--- src/rtl/cpu_sfr_pkg.sv ---
package cpu_sfr_pkg;

  // Register addresses on the special function register port.
  localparam logic [7:0] ADDR_CODE_BANK = 8'ha1;
  localparam logic [7:0] ADDR_CODE_MAP  = 8'hc0;
  localparam logic [7:0] ADDR_PSW       = 8'hd0;
  localparam logic [7:0] ADDR_ACC       = 8'he0;
  localparam logic [7:0] ADDR_AUX       = 8'hf0;

  // Field positions.
  localparam int MAP_DLBOOT_BIT = 2;
  localparam int MAP_UPPER_BIT  = 1;
  localparam int BANK_SEL_BIT   = 0;
  localparam int PSW_CY_BIT     = 7;
  localparam int PSW_AC_BIT     = 6;
  localparam int PSW_F0_BIT     = 5;
  localparam int PSW_RS_HI      = 4;
  localparam int PSW_RS_LO      = 3;
  localparam int PSW_OV_BIT     = 2;
  localparam int PSW_F1_BIT     = 1;
  localparam int PSW_P_BIT      = 0;

  // Reset values.
  localparam logic [7:0] RST_ACC       = 8'h00;
  localparam logic [7:0] RST_AUX       = 8'h00;
  localparam logic       RST_FLAG      = 1'b0;
  localparam logic [1:0] RST_RS        = 2'h0;
  localparam logic       RST_UPPER_MAP = 1'b1;
  localparam logic       RST_CODE_BANK = 1'b0;
  localparam logic [7:0] RDATA_IDLE    = 8'h00;

  // Strap code that marks download boot, and the boot ROM window.
  localparam logic [1:0]  STRAP_DOWNLOAD    = 2'h3;
  localparam logic [15:0] UPPER_REGION_BASE = 16'hfc00;

  // Multiply and divide sequencer states.
  typedef enum logic [0:0] {
    MD_IDLE = 1'b0,
    MD_DONE = 1'b1
  } md_state_t;

  function automatic logic odd_parity(input logic [7:0] v);
    return ^v;
  endfunction

endpackage

--- src/rtl/code_fetch_map.sv ---
`timescale 1ns/10ps
module code_fetch_map
  import cpu_sfr_pkg::*;
(
  // Clock and reset.
  input  wire logic        mclk,
  input  wire logic        reset,
  // Fetch request.
  input  wire logic        fetch_valid,
  input  wire logic [15:0] fetch_addr,
  input  wire logic        upper_code_rom_map,
  input  wire logic        code_bank_select,
  // Fetch routing, one cycle later.
  output logic             fetch_done,
  output logic             fetch_from_boot_rom,
  output logic             fetch_code_bank
);

  typedef struct packed {
    logic done;
    logic boot;
    logic bank;
  } fetch_state_t;

  fetch_state_t st_q;
  fetch_state_t st_d;

  function automatic logic in_upper_region(input logic [15:0] a);
    return a >= UPPER_REGION_BASE;
  endfunction

  always_comb begin
    st_d      = st_q;
    st_d.done = fetch_valid;
    if (fetch_valid) begin
      // The boot ROM overlays only the top region; all else goes to flash.
      st_d.boot = upper_code_rom_map && in_upper_region(fetch_addr);
      st_d.bank = code_bank_select;
    end
  end

  always_ff @(posedge mclk) begin
    if (reset) begin
      st_q <= '{done: 1'b0, boot: 1'b0, bank: RST_CODE_BANK};
    end else begin
      st_q <= st_d;
    end
  end

  assign fetch_done          = st_q.done;
  assign fetch_from_boot_rom = st_q.boot;
  assign fetch_code_bank     = st_q.bank;

endmodule

--- src/rtl/mul_div_unit.sv ---
`timescale 1ns/10ps
module mul_div_unit
  import cpu_sfr_pkg::*;
(
  // Clock and reset.
  input  wire logic       mclk,
  input  wire logic       reset,
  // Operation request.
  input  wire logic       start,
  input  wire logic       is_div,
  input  wire logic [7:0] acc_in,
  input  wire logic [7:0] aux_in,
  // Result, valid while done is high.
  output logic            done,
  output logic [7:0]      acc_out,
  output logic [7:0]      aux_out,
  output logic            ovf
);

  typedef struct packed {
    md_state_t  state;
    logic [7:0] acc;
    logic [7:0] aux;
    logic       ovf;
  } md_regs_t;

  md_regs_t st_q;
  md_regs_t st_d;

  always_comb begin
    logic [15:0] prod;
    prod       = 16'h0000;
    st_d       = st_q;
    st_d.state = MD_IDLE;
    if (start) begin
      st_d.state = MD_DONE;
      if (!is_div) begin
        prod     = acc_in * aux_in;
        st_d.acc = prod[7:0];
        st_d.aux = prod[15:8];
        st_d.ovf = |prod[15:8];
      end else if (acc_in == 8'h00) begin
        // A zero divisor leaves both operands untouched and flags overflow.
        st_d.acc = acc_in;
        st_d.aux = aux_in;
        st_d.ovf = 1'b1;
      end else begin
        st_d.acc = aux_in / acc_in;
        st_d.aux = aux_in % acc_in;
        st_d.ovf = 1'b0;
      end
    end
  end

  always_ff @(posedge mclk) begin
    if (reset) begin
      st_q <= '{state: MD_IDLE, acc: RST_ACC, aux: RST_AUX, ovf: RST_FLAG};
    end else begin
      st_q <= st_d;
    end
  end

  always_comb begin
    case (st_q.state)
      MD_IDLE: done = 1'b0;
      MD_DONE: done = 1'b1;
      default: done = 1'b0;
    endcase
  end

  assign acc_out = st_q.acc;
  assign aux_out = st_q.aux;
  assign ovf     = st_q.ovf;

endmodule

--- src/rtl/cpu_core_status_and_code_map_regs.sv ---
`timescale 1ns/10ps
module cpu_core_status_and_code_map_regs
  import cpu_sfr_pkg::*;
(
  // Clock and reset.
  input  wire logic        mclk,
  input  wire logic        reset,
  // Register port.
  input  wire logic [7:0]  reg_addr,
  input  wire logic [7:0]  reg_wdata,
  input  wire logic        reg_wr,
  input  wire logic        reg_rd,
  output logic [7:0]       reg_rdata,
  // Boot straps.
  input  wire logic [1:0]  boot_strap_pins,
  // Code fetch routing.
  input  wire logic        fetch_valid,
  input  wire logic [15:0] fetch_addr,
  output logic             fetch_done,
  output logic             fetch_from_boot_rom,
  output logic             fetch_code_bank,
  // Working register addressing.
  input  wire logic [2:0]  gpr_index,
  output logic [4:0]       gpr_addr,
  // Multiply and divide.
  input  wire logic        muldiv_start,
  input  wire logic        muldiv_is_div,
  output logic             muldiv_done,
  // Status.
  output logic [7:0]       accumulator,
  output logic [7:0]       mul_div_aux,
  output logic             acc_parity,
  output logic             upper_code_rom_map,
  output logic             code_bank_select,
  output logic             download_boot_flag
);

  typedef struct packed {
    logic [7:0] acc;
    logic [7:0] aux;
    logic       cy;
    logic       ac;
    logic       f0;
    logic [1:0] rs;
    logic       ov;
    logic       f1;
    logic       par;
    logic       upper_map;
    logic       bank;
    logic       dlboot;
    logic [7:0] rdata;
  } core_state_t;

  core_state_t st_q;
  core_state_t st_d;

  logic       md_done;
  logic [7:0] md_acc;
  logic [7:0] md_aux;
  logic       md_ovf;

  mul_div_unit u_mul_div (
    .mclk    (mclk),
    .reset   (reset),
    .start   (muldiv_start),
    .is_div  (muldiv_is_div),
    .acc_in  (st_q.acc),
    .aux_in  (st_q.aux),
    .done    (md_done),
    .acc_out (md_acc),
    .aux_out (md_aux),
    .ovf     (md_ovf)
  );

  code_fetch_map u_fetch_map (
    .mclk                (mclk),
    .reset               (reset),
    .fetch_valid         (fetch_valid),
    .fetch_addr          (fetch_addr),
    .upper_code_rom_map  (st_q.upper_map),
    .code_bank_select    (st_q.bank),
    .fetch_done          (fetch_done),
    .fetch_from_boot_rom (fetch_from_boot_rom),
    .fetch_code_bank     (fetch_code_bank)
  );

  function automatic logic [7:0] read_value(input core_state_t s, input logic [7:0] a);
    logic [7:0] v;
    v = 8'h00;
    case (a)
      ADDR_CODE_BANK: v[BANK_SEL_BIT] = s.bank;
      ADDR_CODE_MAP: begin
        v[MAP_DLBOOT_BIT] = s.dlboot;
        v[MAP_UPPER_BIT]  = s.upper_map;
      end
      ADDR_PSW: v = {s.cy, s.ac, s.f0, s.rs, s.ov, s.f1, s.par};
      ADDR_ACC: v = s.acc;
      ADDR_AUX: v = s.aux;
      default:  v = 8'h00;
    endcase
    return v;
  endfunction

  always_comb begin
    st_d = st_q;

    // The flag follows the straps every cycle; software cannot write it.
    st_d.dlboot = (boot_strap_pins == STRAP_DOWNLOAD);

    if (reg_wr) begin
      case (reg_addr)
        ADDR_CODE_BANK: st_d.bank = reg_wdata[BANK_SEL_BIT];
        ADDR_CODE_MAP:  st_d.upper_map = reg_wdata[MAP_UPPER_BIT];
        ADDR_PSW: begin
          st_d.cy = reg_wdata[PSW_CY_BIT];
          st_d.ac = reg_wdata[PSW_AC_BIT];
          st_d.f0 = reg_wdata[PSW_F0_BIT];
          st_d.rs = reg_wdata[PSW_RS_HI:PSW_RS_LO];
          st_d.ov = reg_wdata[PSW_OV_BIT];
          st_d.f1 = reg_wdata[PSW_F1_BIT];
        end
        ADDR_ACC: st_d.acc = reg_wdata;
        ADDR_AUX: st_d.aux = reg_wdata;
        default:  st_d.acc = st_d.acc;
      endcase
    end

    // An arithmetic result lands after any software write in the same cycle,
    // since the instruction retiring is the later event in program order.
    if (md_done) begin
      st_d.acc = md_acc;
      st_d.aux = md_aux;
      st_d.cy  = 1'b0;
      st_d.ov  = md_ovf;
    end

    // Parity is derived from the next accumulator so it never lags a cycle.
    st_d.par   = odd_parity(st_d.acc);
    st_d.rdata = reg_rd ? read_value(st_q, reg_addr) : RDATA_IDLE;
  end

  always_ff @(posedge mclk) begin
    if (reset) begin
      st_q <= '{acc: RST_ACC, aux: RST_AUX, cy: RST_FLAG, ac: RST_FLAG, f0: RST_FLAG,
                rs: RST_RS, ov: RST_FLAG, f1: RST_FLAG, par: RST_FLAG,
                upper_map: RST_UPPER_MAP, bank: RST_CODE_BANK, dlboot: RST_FLAG,
                rdata: RDATA_IDLE};
    end else begin
      st_q <= st_d;
    end
  end

  assign reg_rdata          = st_q.rdata;
  assign gpr_addr           = {st_q.rs, gpr_index};
  assign muldiv_done        = md_done;
  assign accumulator        = st_q.acc;
  assign mul_div_aux        = st_q.aux;
  assign acc_parity         = st_q.par;
  assign upper_code_rom_map = st_q.upper_map;
  assign code_bank_select   = st_q.bank;
  assign download_boot_flag = st_q.dlboot;
endmodule

--- config.mk ---
export PLATFORM = sky130hd
export DESIGN_NAME = cpu_core_status_and_code_map_regs
export DESIGN_NICKNAME = d
export VERILOG_FILES = /design/src/rtl/cpu_sfr_pkg.sv /design/src/rtl/code_fetch_map.sv /design/src/rtl/mul_div_unit.sv /design/src/rtl/cpu_core_status_and_code_map_regs.sv
export SDC_FILE = /design/constraint.sdc
export NUM_CORES = 1
export LEC_CHECK = 0
export CORE_MARGIN = 2
export CORE_UTILIZATION = 35
export CTS_BUF_LIST = sky130_fd_sc_hd__clkbuf_8 sky130_fd_sc_hd__clkbuf_16
export DETAILED_ROUTE_END_ITERATION = 10
export DONT_BUFFER_PORTS = 1
export SYNTH_ARGS = -nofsm -noshare
export SYNTH_HDL_FRONTEND = slang
export SYNTH_HIERARCHICAL = 1
export SYNTH_SLANG_ARGS = --single-unit
--- constraint.sdc ---
create_clock -name mclk -period 15.4 [get_ports mclk]
set_input_delay 3.08 -clock mclk [delete_from_list [all_inputs] [get_ports mclk]]
set_output_delay 3.08 -clock mclk [all_outputs]
set_load 0.1 [all_outputs]
# --- After elaboration in Yosys (flattened, before gate mapping) ---
# Index checks and enable logic that the tools add are counted.
# Widths: inputs -> output; s select.
op_classes:
  mul: 1
  div_mod_pow: 2
  bitwise_logic: 2
  n_lt_le_gt_ge: 1
  reduce_logical: 14
  n_mux: 13
  eq_ne: 6
ops:
  columns: ["op", "count"]
  rows:
  - ["$mux 17", 3]
  - ["$eq 8x8->1 const B", 5]
  - ["$mux 23", 1]
  - ["$mux 18", 1]
  - ["$ge 16x16->1 const B", 1]
  - ["$mul 8x8->16", 1]
  - ["$mux 8", 2]
  - ["$pmux 5 s3", 1]
  - ["$reduce_and 2->1", 5]
  - ["$div 8x8->8", 1]
  - ["$logic_not 8->1", 1]
  - ["$mod 8x8->8", 1]
  - ["$pmux 2 s4", 1]
  - ["$reduce_or 8->1", 1]
  - ["$reduce_xor 8->1", 1]
  - ["$mux 7", 1]
  - ["$reduce_bool 2->1", 3]
  - ["$pmux 1 s4", 1]
  - ["$reduce_or 2->1", 2]
  - ["$eq 2x2->1 const B", 1]
  - ["$not 1->1", 2]
  - ["$pmux 1 s2", 1]
  - ["$logic_and 1x1->1", 1]
  - ["$mux 1", 1]
word_totals:
  out_inout_bits: 37
  in_bits: 44
  word_cells: 59
  register_bits: 56

# --- Logic depth before layout (Yosys ltp) ---
logic_depth:
  word_depth: 5
  mapped_depth: 56
  ltp_nobuf: 52

# --- Hierarchy ---
# Netlist, hierarchy kept.
by_module_without_submodules:
  columns: ["module", "area_per_inst_um2", "cells_per_inst", "seq_area_each_um2", "instances"]
  rows:
  - ["mul_div_unit", 4764.6, 616, 360.3, 1]
  - ["cpu_core_status_and_code_map_regs", 2042.0, 234, 700.7, 1]
  - ["code_fetch_map", 110.1, 11, 60.1, 1]

# --- Least setup slack after synthesis ---
# OpenSTA, ideal clock, no wires.
synth_timing:
  path_kind: "register -> register"
  startpoint: "register st_q, in the netlist accumulator[4]"
  endpoint: "register u_mul_div.st_q, in the netlist u_mul_div/aux_out[6]"
  n_path_buf: 4
  stages_incl_launch_ff: 52
  arrival_time_ns: 11.648
  setup_ns: 0.091
  setup_slack_ns: 3.661
  required_time_ns: 15.309
  path_cell_list: "dfxtp_1 > buf_2 > nor4_1 > nand2_1 > nor2_1 > a21oi_1 > a21oi_1 > ha_1 > or3_1 > a32oi_1 > o21bai_1 > and2_1 > ha_1 > nor2_1 > a2111oi_4 > mux2_2 > ha_1 > or2_2 > (+16 left out) > inv_1 > ha_1 > o21a_1 > o21ai_0 > a21oi_1 > a41oi_1 > clkbuf_1 > nand2_1 > o21ai_0 > inv_1 > fa_1 > nor2b_1 > o21a_1 > nor3_1 > o41a_1 > mux2_2 > a211o_1 > a311oi_1"
synth_via:
  elab_chain_cells: 3
  word_cells_on_any_way: 5
synth_lines:
  columns: ["element", "line_no", "text"]
  rows:
  - ["start, declared", "cpu_core_status_and_code_map_regs.sv:54", "core_state_t st_q;"]
  - ["start signal, assigned", "cpu_core_status_and_code_map_regs.sv:144", "st_q <= '{acc: RST_ACC, aux: RST_AUX, cy: RST_FLAG, ac: RST_FLAG, f0: RST_FLAG,"]
  - ["start signal, assigned", "cpu_core_status_and_code_map_regs.sv:149", "st_q <= st_d;"]
  - ["$mod 8x8->8 / $logic_not 8->1 (equally long branches)", "mul_div_unit.sv:49, mul_div_unit.sv:42", null]
  - ["$mux 17", "mul_div_unit.sv:42", "end else if (acc_in == 8'h00) begin"]
  - ["$mux 17 *", "mul_div_unit.sv:37", "if (!is_div) begin"]
  - ["end signal, assigned", "mul_div_unit.sv:57", "st_q <= '{state: MD_IDLE, acc: RST_ACC, aux: RST_AUX, ovf: RST_FLAG};"]
  - ["end signal, assigned", "mul_div_unit.sv:59", "st_q <= st_d;"]
  - ["end, declared", "mul_div_unit.sv:27", "md_regs_t st_q;"]
# Mark *: on every way between the ends. The rest lies on a longest branch, timed or not.
# A chain may end at the register's enable or synchronous reset.

# --- Worst setup path in the final report ---
layout_timing:
  startpoint: "register st_q, in the netlist accumulator[6]"
  endpoint: "register u_mul_div.st_q, in the netlist u_mul_div/aux_out[6]"
# The elaborated chain is that of the path after synthesis.

==> impl_metrics.yaml <==
cts:
  cts_sinks: 56
  cts_hold_buf: 0
  postCtsSetupBuffers: 0
  cts_buffers: 5
  cts_tree: "yes"
  clk_pin_slew_ns: 0.07
  clock_latency_ns: 0.29
  cts.repair.resized: 0
  cts_buffer_depth: 2
  ctsHtreeMaxLevel: 2
  clockRootBuffer: "clkbuf_16"
critical_path:
  crit_required_ns: 15.58
  cp_max_fo: 16
  cp_common_cell: "ha_1"
  end_kind: "flop"
  worstPathArrival_ns: 13.36
  slowest_stage: "nor4_1"
  cp_top_family: "compound AO/OA/AOI/OAI gates"
  slowest_delay_ns: 0.72
  critPathBufInv: 2
  ff2ff_setup_slack_ns: 2.22
  critical_path_class: "flop to flop"
  reg2reg_depth: 46
  path_depth: 46
  start_kind: "flop"
grt:
  track_usage_pct: 19.0
  overflow: 0
  grt_first_pass_wirelength_um: 31200
  grt_max_degree: 49
  grt_antenna_before_repair: 0
  grt_pass1_vias: 5807
floorplan:
  die_y_um: 145
  io_pins: 81
  die_w_um: 145
  die_area_um2: 20900
  row_count: 51
  core_um2: 19400
  initial_core_util_pct: 35.7
synth:
  synth.distinct_cells: 70
  synth_top_area_share_pct: 16.2
  syn_inst: 861
  syn-cell-area_um2: 6920
  async_reset_ff_share_pct: 0
  syn_avg_cell_area_um2: 8.03
  ys_top_cells_by_area: "dfxtp_1 16%, ha_1 14%, fa_1 11%"
  synth-seq-cells: 56
  synth_common_cells: "94 x nor2_1, 78 x ha_1, 76 x inv_1, 75 x nand2_1, 56 x dfxtp_1"
  synth-edff-count: 0
  synth_top_area_cell: "dfxtp_1"
  synth_most_common_cell: "nor2_1"
  ys_warn_count: 6
  synthFlopType: "dfxtp_1"
  yosysSeqAreaShare_pct: 16.2
  syn_nets: 1020
detailed_routing:
  drtPass1Iterations: 5
  viasPerCell: 5.45
  totalWireLength_um: 19400
  vias: 5928
  wl_per_cell_um: 17.8
  detail-route-antenna-nets: 0
  drt_iter0_drc: 497
  drc: 0
timing:
  tns_ns: 0
  finalCritPeriodShare_pct: 85.6
  finalSetupViolCount: 0
  rsz0062_at_grt: "no"
  slew_headroom_pct: 27.3
  hold_ws_ns: 0.455
  finalClockSkew_ns: 0.00397
  fin_crit_ns: 13.18
  maxSlewViolCount: 0
  tightest_slew_ns: 1.09
  finalHoldViolations: 0
  fmax_ghz: 0.0759
final_layout:
  drive_gt1_share_pct: 6.94
  final_util_pct: 37.0
  fill_cells: 2079
  synthToLayoutAreaGrowth_pct: 3.89
  nets: 979
place:
  place_hpwl_um: 14300
  io_buffers: 0
  gp_congestion: 0.864
run_status:
  outcome: "finished clean"
flow_run:
  drv_cap: 0
min_path:
  worstHoldPathCells: 2
  min-delay-path-class: "flop to flop"
-- registers in the layout, summed over array words and instances, names as in the netlist --
register	count
u_mul_div/aux_out	8
u_fetch_map/fetch_from_boot_rom	1
u_mul_div/ovf	1
reg_rdata	8
code_bank_select	1
accumulator	8
mul_div_aux	8
u_mul_div/acc_out	8
st_q	5
gpr_addr	2
u_mul_div/st_q	1
u_fetch_map/fetch_done	1
download_boot_flag	1
u_fetch_map/fetch_code_bank	1
upper_code_rom_map	1
acc_parity	1
-- logic make-up after synthesis --
kind of cell / synth area share, %
buffers and inverters: 9.48
AOI/OAI and AO/OA: 18.3
DFF: 16.2
muxes: 5.84
and+or+nand+nor: 20.2
adders and majority gates: 24.8
xor gates and xnor gates: 5.19
-- tightest hold or removal path: cells and delay by family (launching register included) --
family | cells | cell delay [ns]
flops | 1 | 0.31
compound gates | 1 | 0.05
simple gates | 1 | 0.05
-- final timing paths --
kind / start / end
min reg2reg: st_q[16]$_SDFFE_PP0P_ / st_q[16]$_SDFFE_PP0P_
min: st_q[16]$_SDFFE_PP0P_ / st_q[16]$_SDFFE_PP0P_
max reg2reg: accumulator[6]$_SDFF_PP0_ / u_mul_div/aux_out[6]$_SDFFE_PP0P_
max: accumulator[6]$_SDFF_PP0_ / u_mul_div/aux_out[6]$_SDFFE_PP0P_
-- cells in the final DEF (no fill, tap or decap), drive strengths merged, types with 4 or more instances in the layout --
cell type	instances
and3	5
nor2b	12
nor4	6
nand2b	5
nor2	94
a21oi	32
mux2i	28
ha	78
o211ai	5
a222oi	8
nand2	75
o21ai	29
inv	78
fa	37
and2	17
or3	5
clkbuf	6
mux2	10
a21o	9
xnor2	28
or2	8
o2111ai	4
nand4	6
o21bai	4
xor2	13
o21a	12
dfxtp	56
nor3	25
a211oi	25
buf	19
nand3	18
a31oi	11
a221oi	5
-- layer usage --
layer | up-vias | global-route usage (%) | wire length [um]
li1 | 2911 | - | -
met1 | 2809 | 26.5 | 9070
met2 | 194 | 32.1 | 8970
met3 | 14 | 1.69 | 1150
met4 | 0 | 3.53 | 194
met5 | - | 0 | 0
-- area by class of cell --
cell class | count | area [um2] | area share [%]
Clock inverter | 2 | 17.5 | 0.244
Sequential cell | 56 | 1120 | 15.6
Inverter | 77 | 289 | 4.02
Antenna cell | 1 | 2.50 | 0.0348
Timing Repair Buffer | 19 | 143 | 1.99
Tap cell | 265 | 332 | 4.61
Clock buffer | 6 | 139 | 1.93
Multi-Input combinational cell | 661 | 5140 | 71.5
-- through the flow --
stage                     setup slack [ns]  area, um2  cells
after CTS                             2.39       7180   1086
after floorplan                       3.66       6920    861
after detailed placement              2.47       7030   1078
after global routing                  1.23       7180   1086
final                                 2.22       7190   1087
after global placement                2.61       7030   1078
Power is left out: the tool's default activity adds up to more than one toggle a clock period on the data nets, which glitch-free logic cannot reach.
